File: src/rtl/hpm_cfg.svh
/*
 * hpm_cfg.svh: bit positions, reset values and pin indices for the host
 * port pin function mux.
 * Assumes it is included by bare name from rtl/ files only.
 */
`ifndef HPM_CFG_SVH
`define HPM_CFG_SVH

// port control register fields (16 bits)
`define HPM_CTL_WIDTH 16
`define HPM_CTL_GPIO_EN 0
`define HPM_CTL_HOST_EN 1
`define HPM_CTL_MUXED 2
`define HPM_CTL_DBL_STROBE 3
`define HPM_CTL_AS_POL 4
`define HPM_CTL_DS_POL 5
`define HPM_CTL_RD_POL 6
`define HPM_CTL_WR_POL 7
`define HPM_CTL_RESET 16'h0000

// pin counts and pin indices within the 13 shared lines
`define HPM_NPINS 13
`define HPM_PIN_A0 8
`define HPM_PIN_A1 9
`define HPM_PIN_A2 10
`define HPM_PIN_RW 11
`define HPM_PIN_DS 12
`define HPM_DDR_RESET 13'h0000

`endif

File: src/rtl/hpm_pkg.sv
/*
 * hpm_pkg.sv: device mode type and host access state type for the two ends of the host port pin mux.
 * Assumes hpm_cfg.svh is on the include path.
 */
`include "hpm_cfg.svh"

package hpm_pkg;
    typedef enum logic [1:0] {
        HPM_MODE_OFF,
        HPM_MODE_GPIO,
        HPM_MODE_PLAIN,
        HPM_MODE_MUXED
    } hpm_mode_t;

    typedef enum logic [1:0] {
        HPM_HIDLE,
        HPM_HADDR,
        HPM_HSTROBE,
        HPM_HDONE
    } hpm_hstate_t;
endpackage : hpm_pkg

File: src/rtl/hpm_if.sv
/*
 * hpm_if.sv: the 13 shared host port lines between the signal processor
 * end and the external host end.
 * Assumes the bench resolves each wire level from the two enables.
 */
`timescale 1ns/1ps
`include "hpm_cfg.svh"

interface hpm_if;
    logic [`HPM_NPINS-1:0] dev_out;
    logic [`HPM_NPINS-1:0] dev_oe;
    logic [`HPM_NPINS-1:0] host_out;
    logic [`HPM_NPINS-1:0] host_oe;
    logic [`HPM_NPINS-1:0] pin_in;

    modport dev (
        output dev_out,
        output dev_oe,
        input pin_in
    );
    modport host (
        output host_out,
        output host_oe,
        input pin_in
    );
endinterface : hpm_if

File: src/rtl/hpm_dev.sv
/*
 * hpm_dev.sv: signal processor end of the host port. Decodes the port
 * control register into per-pin functions, drives the data lines in
 * host mode, the gpio lines in port mode, and presents normalised
 * active-high strobes and address bits to the core.
 * Assumes pins are synchronous to mclk; core writes control words
 * through plain write-enable ports.
 */
// Behaviour
// - control register alone chooses pin functions
// - plain host mode: tri-state data bits 0-7
// - muxed host mode: address/data bits 0-7 tri-state
// - gpio mode: direction register sets each pin
// - plain mode: three pins give address bits 0-2
// - muxed mode: address strobe, programmable polarity
// - muxed mode: address pins carry bits 8, 9
// - single strobe: read/write select input from host
// - single strobe: data strobe, programmable polarity
// - double strobe: read strobe, programmable polarity
// - double strobe: write strobe, programmable polarity
`timescale 1ns/1ps
`include "hpm_cfg.svh"

module hpm_dev
    import hpm_pkg::*;
(
    input wire logic mclk,
    input wire logic nrst,
    hpm_if.dev pins,
    input wire logic ctl_we,
    input wire logic [`HPM_CTL_WIDTH-1:0] ctl_wdata,
    input wire logic ddr_we,
    input wire logic [`HPM_NPINS-1:0] ddr_wdata,
    input wire logic gpo_we,
    input wire logic [`HPM_NPINS-1:0] gpo_wdata,
    input wire logic [7:0] core_data_out,
    input wire logic core_data_oe,
    output logic [`HPM_CTL_WIDTH-1:0] ctl_rdata,
    output logic [`HPM_NPINS-1:0] gpio_in,
    output logic [7:0] host_data_in,
    output logic [2:0] host_addr_low,
    output logic [1:0] host_addr_high,
    output logic host_addr_strobe,
    output logic host_read_write_sel,
    output logic host_data_strobe_in,
    output logic host_read_strobe,
    output logic host_write_strobe,
    output hpm_mode_t mode
);
    logic [`HPM_CTL_WIDTH-1:0] port_control_reg;
    logic [`HPM_NPINS-1:0] gpio_direction_reg;
    logic [`HPM_NPINS-1:0] gpo_reg;
    logic [`HPM_NPINS-1:0] out_reg;
    logic [`HPM_NPINS-1:0] oe_reg;
    hpm_mode_t mode_next;
    logic host_sel;
    logic as_pol, ds_pol, rd_pol, wr_pol, dbl;

    assign pins.dev_out = out_reg;
    assign pins.dev_oe = oe_reg;

    // control word: the only source of pin functions
    always_ff @(posedge mclk or negedge nrst) begin
        if (!nrst) begin
            port_control_reg <= `HPM_CTL_RESET;
        end else if (ctl_we) begin
            port_control_reg <= ctl_wdata;
        end
    end

    always_ff @(posedge mclk or negedge nrst) begin
        if (!nrst) begin
            gpio_direction_reg <= `HPM_DDR_RESET;
        end else if (ddr_we) begin
            gpio_direction_reg <= ddr_wdata;
        end
    end

    always_ff @(posedge mclk or negedge nrst) begin
        if (!nrst) begin
            gpo_reg <= `HPM_DDR_RESET;
        end else if (gpo_we) begin
            gpo_reg <= gpo_wdata;
        end
    end

    // host function wins if both enables are set
    always_comb begin
        if (port_control_reg[`HPM_CTL_HOST_EN]) begin
            mode_next = port_control_reg[`HPM_CTL_MUXED] ?
                HPM_MODE_MUXED : HPM_MODE_PLAIN;
        end else if (port_control_reg[`HPM_CTL_GPIO_EN]) begin
            mode_next = HPM_MODE_GPIO;
        end else begin
            mode_next = HPM_MODE_OFF;
        end
    end

    assign dbl = port_control_reg[`HPM_CTL_DBL_STROBE];
    // polarity bit clear means active low, so the reset value gives low
    assign as_pol = port_control_reg[`HPM_CTL_AS_POL];
    assign ds_pol = port_control_reg[`HPM_CTL_DS_POL];
    assign rd_pol = port_control_reg[`HPM_CTL_RD_POL];
    assign wr_pol = port_control_reg[`HPM_CTL_WR_POL];
    assign host_sel = (mode_next == HPM_MODE_PLAIN) ||
        (mode_next == HPM_MODE_MUXED);

    // pin drivers: registered so no output glitches on mode changes
    // the core owns the data drive; a clash with the host is not caught
    always_ff @(posedge mclk or negedge nrst) begin
        if (!nrst) begin
            out_reg <= '0;
            oe_reg <= '0;
        end else begin
            unique case (mode_next)
                HPM_MODE_GPIO: begin
                    out_reg <= gpo_reg;
                    oe_reg <= gpio_direction_reg;
                end
                HPM_MODE_PLAIN, HPM_MODE_MUXED: begin
                    // same drive for both; core_data_oe alone keeps the muxed address phase input
                    out_reg <= {5'h00, core_data_out};
                    oe_reg <= {5'h00, {8{core_data_oe}}};
                end
                HPM_MODE_OFF: begin
                    out_reg <= '0;
                    oe_reg <= '0;
                end
            endcase
        end
    end

    // inputs toward the core, decoded by the mode now in force
    always_ff @(posedge mclk or negedge nrst) begin
        if (!nrst) begin
            mode <= HPM_MODE_OFF;
            ctl_rdata <= `HPM_CTL_RESET;
        end else begin
            mode <= mode_next;
            ctl_rdata <= port_control_reg;
        end
    end

    always_ff @(posedge mclk or negedge nrst) begin
        if (!nrst) begin
            gpio_in <= '0;
        end else begin
            gpio_in <= (mode_next == HPM_MODE_GPIO) ?
                pins.pin_in : '0;
        end
    end

    always_ff @(posedge mclk or negedge nrst) begin
        if (!nrst) begin
            host_data_in <= 8'h00;
        end else begin
            host_data_in <= host_sel ? pins.pin_in[7:0] : 8'h00;
        end
    end

    always_ff @(posedge mclk or negedge nrst) begin
        if (!nrst) begin
            host_addr_low <= 3'h0;
            host_addr_high <= 2'h0;
        end else begin
            host_addr_low <= (mode_next == HPM_MODE_PLAIN) ?
                {pins.pin_in[`HPM_PIN_A2], pins.pin_in[`HPM_PIN_A1],
                 pins.pin_in[`HPM_PIN_A0]} : 3'h0;
            host_addr_high <= (mode_next == HPM_MODE_MUXED) ?
                {pins.pin_in[`HPM_PIN_A2],
                 pins.pin_in[`HPM_PIN_A1]} : 2'h0;
        end
    end

    // strobes leave here active high whatever the pin polarity
    always_ff @(posedge mclk or negedge nrst) begin
        if (!nrst) begin
            host_addr_strobe <= 1'b0;
        end else begin
            host_addr_strobe <= (mode_next == HPM_MODE_MUXED) &&
                (pins.pin_in[`HPM_PIN_A0] == as_pol);
        end
    end

    // single strobe: direction level plus one data strobe
    always_ff @(posedge mclk or negedge nrst) begin
        if (!nrst) begin
            host_read_write_sel <= 1'b0;
            host_data_strobe_in <= 1'b0;
        end else begin
            host_read_write_sel <= host_sel && !dbl &&
                pins.pin_in[`HPM_PIN_RW];
            host_data_strobe_in <= host_sel && !dbl &&
                (pins.pin_in[`HPM_PIN_DS] == ds_pol);
        end
    end

    always_ff @(posedge mclk or negedge nrst) begin
        if (!nrst) begin
            host_read_strobe <= 1'b0;
            host_write_strobe <= 1'b0;
        end else begin
            host_read_strobe <= host_sel && dbl &&
                (pins.pin_in[`HPM_PIN_RW] == rd_pol);
            host_write_strobe <= host_sel && dbl &&
                (pins.pin_in[`HPM_PIN_DS] == wr_pol);
        end
    end
endmodule : hpm_dev

File: src/flat_wrapper.sv
// flat-port wrapper written by rule: the top's interface ports become plain ports
module hpm_dev_flat import hpm_pkg::*;
  (mclk, nrst, ctl_we, ctl_wdata, ddr_we, ddr_wdata, gpo_we, gpo_wdata, core_data_out, core_data_oe, ctl_rdata, gpio_in, host_data_in, host_addr_low, host_addr_high, host_addr_strobe, host_read_write_sel, host_data_strobe_in, host_read_strobe, host_write_strobe, mode, pins_dev_out, pins_dev_oe, pins_pin_in);
  hpm_if pins_i ();
  input wire logic mclk;
  input wire logic nrst;
  input wire logic ctl_we;
  input wire logic [`HPM_CTL_WIDTH-1:0] ctl_wdata;
  input wire logic ddr_we;
  input wire logic [`HPM_NPINS-1:0] ddr_wdata;
  input wire logic gpo_we;
  input wire logic [`HPM_NPINS-1:0] gpo_wdata;
  input wire logic [7:0] core_data_out;
  input wire logic core_data_oe;
  output logic [`HPM_CTL_WIDTH-1:0] ctl_rdata;
  output logic [`HPM_NPINS-1:0] gpio_in;
  output logic [7:0] host_data_in;
  output logic [2:0] host_addr_low;
  output logic [1:0] host_addr_high;
  output logic host_addr_strobe;
  output logic host_read_write_sel;
  output logic host_data_strobe_in;
  output logic host_read_strobe;
  output logic host_write_strobe;
  output hpm_mode_t mode;
  output wire logic [$bits(pins_i.dev_out)-1:0] pins_dev_out;
  output wire logic [$bits(pins_i.dev_oe)-1:0] pins_dev_oe;
  input wire logic [$bits(pins_i.pin_in)-1:0] pins_pin_in;
  assign pins_dev_out = pins_i.dev_out;
  assign pins_dev_oe = pins_i.dev_oe;
  assign pins_i.pin_in = pins_pin_in;
  hpm_dev u_core (.mclk(mclk), .nrst(nrst), .pins(pins_i), .ctl_we(ctl_we), .ctl_wdata(ctl_wdata), .ddr_we(ddr_we), .ddr_wdata(ddr_wdata), .gpo_we(gpo_we), .gpo_wdata(gpo_wdata), .core_data_out(core_data_out), .core_data_oe(core_data_oe), .ctl_rdata(ctl_rdata), .gpio_in(gpio_in), .host_data_in(host_data_in), .host_addr_low(host_addr_low), .host_addr_high(host_addr_high), .host_addr_strobe(host_addr_strobe), .host_read_write_sel(host_read_write_sel), .host_data_strobe_in(host_data_strobe_in), .host_read_strobe(host_read_strobe), .host_write_strobe(host_write_strobe), .mode(mode));
endmodule
File: config.mk
export PLATFORM = sky130hd
export DESIGN_NAME = hpm_dev_flat
export DESIGN_NICKNAME = d
export VERILOG_FILES = /design/src/rtl/hpm_pkg.sv /design/src/rtl/hpm_if.sv /design/src/rtl/hpm_dev.sv /design/src/flat_wrapper.sv
export VERILOG_INCLUDE_DIRS = /design/src /design/src/rtl
export SDC_FILE = /design/constraint.sdc
export NUM_CORES = 1
export LEC_CHECK = 0
export BUFFER_PORTS_ARGS = -buffer_cell sky130_fd_sc_hd__buf_2
export CAP_MARGIN = 20
export CORE_UTILIZATION = 40
export DETAILED_ROUTE_END_ITERATION = 8
export MAX_ROUTING_LAYER = met4
export PLACE_DENSITY = 0.66
export SLEW_MARGIN = 20
export SYNTH_ARGS = -nofsm -noshare
export SYNTH_HDL_FRONTEND = slang
export SYNTH_SLANG_ARGS = --single-unit
File: constraint.sdc
create_clock -name mclk -period 2.9 [get_ports mclk]
set_clock_uncertainty 0.15 [all_clocks]
set_input_delay 0.29 -clock mclk [delete_from_list [all_inputs] [get_ports mclk]]
set_output_delay 0.29 -clock mclk [all_outputs]
set_load 0.005 [all_outputs]
; Yosys cells after proc, flatten, opt, wreduce, memory -nomap -nowiden
; Index checks and enable logic that the tools add are counted.
; Widths: inputs -> output; s select.
[word_totals]
elab_cells = 43
regBits = 117
in_bits = 69
output_inout_bits = 75
[op_classes]
n_reduce_logical = 11
n_eq_ne = 7
muxes = 9
[ops]
columns = op, n
row1 = $pmux 13 s3, 2
row2 = $mux 13, 1
row3 = $mux 8, 1
row4 = $logic_and 1x1->1, 7
row5 = $eq 1x1->1, 4
row6 = $eq 2x2->1 const B, 2
row7 = $mux 2, 2
row8 = $mux 3, 1
row9 = $eq 2x1->1 const B, 1
row10 = $logic_not 2->1, 1
row11 = $mux 1, 2
row12 = $reduce_or 2->1, 1
row13 = $logic_not 1->1, 1
row14 = $logic_or 1x1->1, 1

; Depth between registers and ports, before layout
; Gate-level depths: netlist of run 1.
[depth]
depth_word = 6
mapped_depth = 3
ltp_nobuf = 2

; Least setup slack after synthesis of run 1
; OpenSTA, ideal clock, no wires.
[synth_path]
kind = input-to-reg
startpoint = input ctl_we
endpoint = register u_core.port_control_reg[10]
t_required_ps = 2625
setup_time_ps = 125
arrival_ps = 916
setup_slack_ps = 1709
path_stages = 3
n_path_buf = 2
cell_sequence = buf_2 buf_6 mux2_2
[synth_rtl]
columns = element, line_no
row1 = from (decl), flat_wrapper.sv:7  ; input wire logic ctl_we;
row2 = to (signal assigned), hpm_dev.sv:65  ; port_control_reg <= `HPM_CTL_RESET;
row3 = to (signal assigned), hpm_dev.sv:67  ; port_control_reg <= ctl_wdata;
row4 = to (decl), hpm_dev.sv:50  ; logic [`HPM_CTL_WIDTH-1:0] port_control_reg;
; No word-level cell between the ends.

; Worst setup path in the final report of run 1
[layout_path]
startpoint = register u_core.port_control_reg[1]
endpoint = register u_core.oe_reg[12] (netlist: u_core.pins.dev_oe[12])
[layout_between]
elab_chain_cells = 4
word_cells_on_any_way = 7
classes_between = eq/ne: 3 / mux: 2 / reduce/logical: 2
[layout_lines]
columns = element, line_no
row1 = $mux 2 (*), hpm_dev.sv:89  ; if (port_control_reg[`HPM_CTL_HOST_EN]) begin
row2 = $eq 2x2->1, hpm_dev.sv:115  ; unique case (mode_next)
row3 = $reduce_or 2->1, hpm_dev.sv:115
row4 = $pmux 13 s3 (*), hpm_dev.sv:115
row5 = to (signal assigned), hpm_dev.sv:118  ; oe_reg <= gpio_direction_reg;
row6 = to (signal assigned), hpm_dev.sv:123  ; oe_reg <= {5'h00, {8{core_data_oe}}};
row7 = to (decl), hpm_dev.sv:54  ; logic [`HPM_NPINS-1:0] oe_reg;
; Every way passes the cells marked *; elsewhere a longest branch is shown, timed or not.
; A chain may end at the register's enable or synchronous reset.

==> impl_results.md, run 1 <==
* Crit path max fanout at 40
* Max-Cap Viols at 0
* Mapped Cells at around 240
* Worst Hold Path Cells at 2
* Register-to-Register Path Depth at 2
* CP Launch Type: register
* P_leak at approximately 3.0 nW
* Die Area at 0.0102 sq mm
* Initial Util at a little over two fifths
* Layout fillers at 732
* WL final at about 8400 um
* Via/cell ratio at 4.44
* Sum of negative setup slack at 0 ps
* Share of layout cells above drive strength 1 at 47.5%
* Slew @ Worst Pin at roughly 850 ps
* Core area at around 0.0094 sq mm
* Synthesis-to-layout area growth at 52.1%
* Root Driver: clkbuf_8
* Synthesis-stage register bit count at around 120
* Max-slew headroom at between 40 and 50%
* Util after Layout at a little under two thirds
* Synthesis Warnings at 0
* PortBufs at roughly 140
* Post-layout minimum cycle time at about 1500 ps
* Pin count of the biggest net entering global routing at 67
* Register area at between 0.002 and 0.003 sq mm
* Min-delay src: gpo_we
* DR vias at around 2600
* Mapped Area at approximately 0.004 sq mm
* GP Congestion at ~0.67
* Period utilization at 53.4%
* DRT Pass-1 Iters at 4
* Design Area, Final at 0.00598 sq mm
* Clock Latency Late Sink at just under 500 ps
* Reg-to-reg endpoint: u_core.pins.dev_oe[12]$_DFF_PN0_
* GRT Total Usage at between 10% and 20%
* Detailed Place HPWL at 5020 um
* ANT nets after route at 0
* Hold Path Class: in2reg
* Sequential fraction of the synthesis area at 73.9%
* Num rows at 35
* Multi-input logic area at slightly above 900 sq um
* DRC errors left at 0
* Critical path type: reg2reg
* Post-Syn Nets at about 310
* H-tree lvl count at 4
* Hold Path Sink: u_core.gpo_reg[9]$_DFFE_PN0P_
* Die Ht at 101 um
* Setup repair bufs after CTS at 0
* Hold_buf cts at 64
* Wirelength per Cell at 14.1 um
* Total congestion overflow at 0
* First-pass GRT wire length at 13200 um
* Critical Path RT at approximately 3200 ps
* TritonCTS clock tree: done
* Vias in the first global route at ~2800
* I/O Pins at around 140
* Slew Limit Fails at 0
* Nets at around 520
* Reg2reg start: u_core.port_control_reg[1]$_DFFE_PN0P_
* Critical path endpoint category: register
* Pwr Density at 713 mW/mm^2
* Post-cts sizing count at 0
* Longest Clk Path Bufs at 2
* Die width at between 100 and 150 um
* R2R setup slack at between 1000 and 1500 ps
* Clock sink total at between 100 and 150
* Num CTS Buffers at 17
* Clock-pin slew on the worst setup and hold paths at about 60 ps
* Final hold vios at 0
* Initial DRC count at 42
* Initial antenna violation count at 0
* Status: complete, no violations
* # diodes at 0
* Final setup viols at 0
* Crit path DAT at between 1500 and 2000 ps
* RSZ-0062 raised after global routing: false
* Worst vdd rail ir drop at 334 uV
* F_max at roughly 650 MHz
* Syn avg cell area at approximately 17 sq um
* Library cells used by synthesis at 18
* Placed cell areas at roughly 0.0047 sq mm
==> where the power goes <==
group          internal (W)  switching, W
registers           0.00177     0.0000567
clock network       0.00128      0.000726
logic              0.000252      0.000183
total               0.00330      0.000966
==> layout by cell type, fill, tap and decap left out, types with 3 or more instances in the layout <==
master and instances:
buf_2 142, dfrtp_1 116, dlygate4sd3_1 64, mux2_2 42
and2_1 35, clkbuf_16 16, a21o_1 9, a22o_1 8
clkinvlp_4 6, and3_1 3, xor2_1 3, clkbuf_8 3
inv_6 3
==> worst max-delay path: stages, from the launching register on <==
cell	delay, ps
dfrtp_1	400
nor2b_4	680
and2_1	240
==> worst max-delay path by stage <==
stage | cells after the start | slack [ps] | from | to
floorplan | 3 | 1710 | ctl_we | u_core.port_control_reg[10]$_DFFE_PN0P_
detailed placement | 2 | 1320 | u_core.port_control_reg[1]$_DFFE_PN0P_ | u_core.pins.dev_out[2]$_DFF_PN0_
CTS | 2 | 1310 | u_core.port_control_reg[1]$_DFFE_PN0P_ | u_core.pins.dev_out[2]$_DFF_PN0_
finish | 2 | 1350 | u_core.port_control_reg[1]$_DFFE_PN0P_ | u_core.pins.dev_oe[12]$_DFF_PN0_
global placement | 2 | 1350 | u_core.port_control_reg[1]$_DFFE_PN0P_ | u_core.pins.dev_out[1]$_DFF_PN0_
global route | 2 | 1220 | u_core.port_control_reg[0]$_DFFE_PN0P_ | u_core.pins.dev_out[1]$_DFF_PN0_
==> metrics by stage <==
stage | setup WS [ps] | hold WS, ps | cells | power, W
2_1_floorplan | 1710 | -156 | 236 | 0.00202
3_3_place_gp | 1350 | 205 | 498 | 0.00221
3_5_place_dp | 1320 | 209 | 498 | 0.00223
4_1_cts | 1310 | 109 | 594 | 0.00432
5_1_grt | 1220 | 125 | 594 | 0.00445
6_report | 1350 | 140 | 594 | 0.00426
==> cell usage after synthesis (all sizes together) <==
master    n  area share, %
a21o      9            1.7
a22o      8            1.8
and2     35            5.6
and3      3           0.48
and3b     1           0.22
buf      11            2.2
clkbuf    1           0.13
dfrtp   116             74
mux2     42             12
nand2     1          0.095
nor2      2           0.19
nor2b     2           0.51
nor3b     1           0.32
xnor2     1           0.22
xor2      3           0.67
==> kinds of logic (layout without fill, tap and decap cells) <==
| family | after synthesis | after routing | synth area share [%] |
|---|---|---|---|
| AOI/OAI and AO/OA | 17 | 17 | 3.50 |
| xor gates and xnor gates | 4 | 4 | 0.892 |
| buffers and inverters | 12 | 241 | 2.32 |
| DFF | 116 | 116 | 73.9 |
| muxes | 42 | 42 | 12.0 |
| and+or+nand+nor | 45 | 45 | 7.39 |
==> per-layer routing <==
layer  vias to the layer above  global-route usage, %  wire (um)
met4                         0                   9.48        176
met5                         -                      -          0
li1                       1227                      -          -
met3                        15                   4.79        364
met2                        99                   30.1       4330
met1                      1297                   20.3       3480
==> final cells by class <==
| class | instances | share of cell area, % |
|---|---|---|
| Clock buffer | 19 | 7.39 |
| Timing Repair Buffer | 209 | 23.2 |
| Tap cell | 129 | 2.70 |
| Clock inverter | 13 | 2.49 |
| Multi-Input combinational cell | 108 | 15.7 |
| Sequential cell | 116 | 48.6 |
Note: power is estimated with default switching activity, not from simulation.
==> run 2, diff against run 1 <==
- PLACE_DENSITY: 0.66 -> 0.68
- clock period: 2.9 -> 1.35 ns (I/O delays scaled with it)
==> run 2 against run 1 <==
Net effect:
- wire length up 2.8%
- non-clock buffer count up 8
- core utilization up 1.0 points
- cell count up 1.3%
- first-iteration DRC count down 31%
- via count down 0.53%
- setup slack worse by 1300 ps
- combinational power up 120%
- largest cell class unchanged
==> impl_results.md, run 2 (synthesized netlist as in run 1, its figures left out) <==
* Detailed Place HPWL at about 5000 um
* Via/cell ratio at ~4.4
* Slowest stage delay, CP at approximately 390 ps
* GP Congestion at between 0.7 and 0.8
* Hold Path Class: in2async
* Period utilization at roughly 97%
* Buf/Inv on CP at 1
* Most frequent cells in the layout: buf_2, dfrtp_1, dlygate4sd3_1
* Clock Latency Late Sink at 500 ps
* Initial antenna violation count at 0
* Num rows at 35
* Die width at ~100 um
* ANT nets after route at 0
* Final hold vios at 0
* Clock power frac at roughly 47%
* Synthesis-to-layout area growth at 54.5%
* DRC errors left at 0
* Die Ht at just over 100 um
* P_leak at roughly 3.1 nW
* DR vias at around 2600
* Critical-path top delay cell: dfrtp_1
* Worst vdd rail ir drop at between 1000 and 1500 uV
* Total power at between 0.009 and 0.01 W
* Post-layout minimum cycle time at roughly 1300 ps
* Slew Limit Fails at 0
* Comb pwr share at roughly a tenth
* Setup repair bufs after CTS at 0
* Root Driver: clkbuf_8
* Final setup viols at 0
* Slew @ Worst Pin at 382 ps
* I/O Pins at around 140
* Clock-pin slew on the worst setup and hold paths at 60 ps
* Wirelength per Cell at 14.3 um
* PortBufs at approximately 140
* Worst path cell trace: buf_2
* Crit-path leading delay family: flip-flops
* Critical path type: reg2out
* Total congestion overflow at 0
* Crit path DAT at ~1000 ps
* DRT Pass-1 Iters at 4
* H-tree lvl count at 4
* Critical Path RT at around 1100 ps
* Share of layout cells above drive strength 1 at a little under half
* WL final at around 8600 um
* TritonCTS clock tree: done
* Num CTS Buffers at 17
* CP Launch Type: register
* RSZ-0062 raised after global routing: true
* Longest Clk Path Bufs at 2
* Initial Util at about two fifths
* Sequential Power Share at between 40% and 50%
* Pwr Density at roughly 1500 mW/mm^2
* First-pass GRT wire length at between 10000 and 15000 um
* Pin count of the biggest net entering global routing at 66
* Die Area at around 0.010 sq mm
* Sw Share at about 22%
* Status: complete, no violations
* Psw at between 0.002 and 0.0025 W
* # diodes at 0
* Clock sink total at about 120
* Final Hold Slack at 20.6 ps
* GRT Total Usage at roughly a fifth
* Most common cell after layout, fill and taps aside: buf_2
* Initial DRC count at 29
* Nets at around 530
* Critical path endpoint category: output port
* Int Pwr at around 0.0072 W
* Max-slew headroom at between 70% and 80%
* Core area at 0.00937 sq mm
* F_max at 764 MHz
* Max-Cap Viols at 0
* Vias in the first global route at between 2000 and 3000
* Crit path max fanout at 2
[run 2: power by group through the flow]
stage | clock (W) | combinational, W | sequential [W]
finish | 0.00437 | 0.000968 | 0.00394
detailed placement | 0 | 0.000819 | 0.00399
floorplan | 0 | 0.000345 | 0.00400
global route | 0.00465 | 0.00107 | 0.00397
global placement | 0 | 0.000797 | 0.00398
CTS | 0.00447 | 0.000977 | 0.00394
[run 2: final cells by class]
type                       count  area, sq um
tap                          129          161
fill                         721         3300
multi-input combinational    108          936
timing repair buffer         217         1480
clock buffer                  20          435
sequential                   116         2900
clock inverter                12          154
[run 2: worst paths after layout]
path | start | end | slack, ps | depth (start not counted)
hold reg to reg | u_core.port_control_reg[10]$_DFFE_PN0P_ | u_core.ctl_rdata[10]$_DFF_PN0_ | 220 | 0
setup / recovery | u_core.ctl_rdata[1]$_DFF_PN0_ | mode[1] | 40 | 1
max in group asynchronous | nrst | u_core.port_control_reg[1]$_DFFE_PN0P_ | 700 | 3
hold / removal | nrst | u_core.gpio_in[10]$_DFF_PN0_ | 20 | 3
setup reg to reg | u_core.port_control_reg[1]$_DFFE_PN0P_ | u_core.pins.dev_oe[6]$_DFF_PN0_ | 130 | 2
min in group mclk | u_core.port_control_reg[10]$_DFFE_PN0P_ | u_core.ctl_rdata[10]$_DFF_PN0_ | 220 | 0
[run 2: timing repair]
item                       in CTS  in global routing
gates resized for setup         0                  1
setup endpoints to repair       0                 26
hold endpoints to repair      201                  0
hold buffers                   68                  0
[run 2: layer usage]
layer  track usage (%)  vias up  share of wire, %
met2              32.8       85                56
met5                 -        -                 0
met4              8.81        0               1.3
met3              4.85       10               3.7
met1              20.0     1283                39
li1                  -     1246                 -
[run 2: per-stage QoR]
stage | setup TNS (ps) | area, sq um | setup WS (ps) | std cells | utilization (%)
global placement | 0 | 4800 | 78.9 | 502 | 51.2
detailed placement | 0 | 4800 | 38.4 | 502 | 51.2
finish | 0 | 6070 | 41.0 | 602 | 64.8
global route | -26.3 | 6070 | -15.7 | 602 | 64.8
CTS | 0 | 6070 | 16.9 | 602 | 64.8
floorplan | 0 | 3930 | 189 | 236 | -
[run 2: worst register-to-register path, delay by kind of cell (launching register included)]
kind | cells | cell delay [ps]
flops | 1 | 490
simple gates | 1 | 270
compound gates | 1 | 190
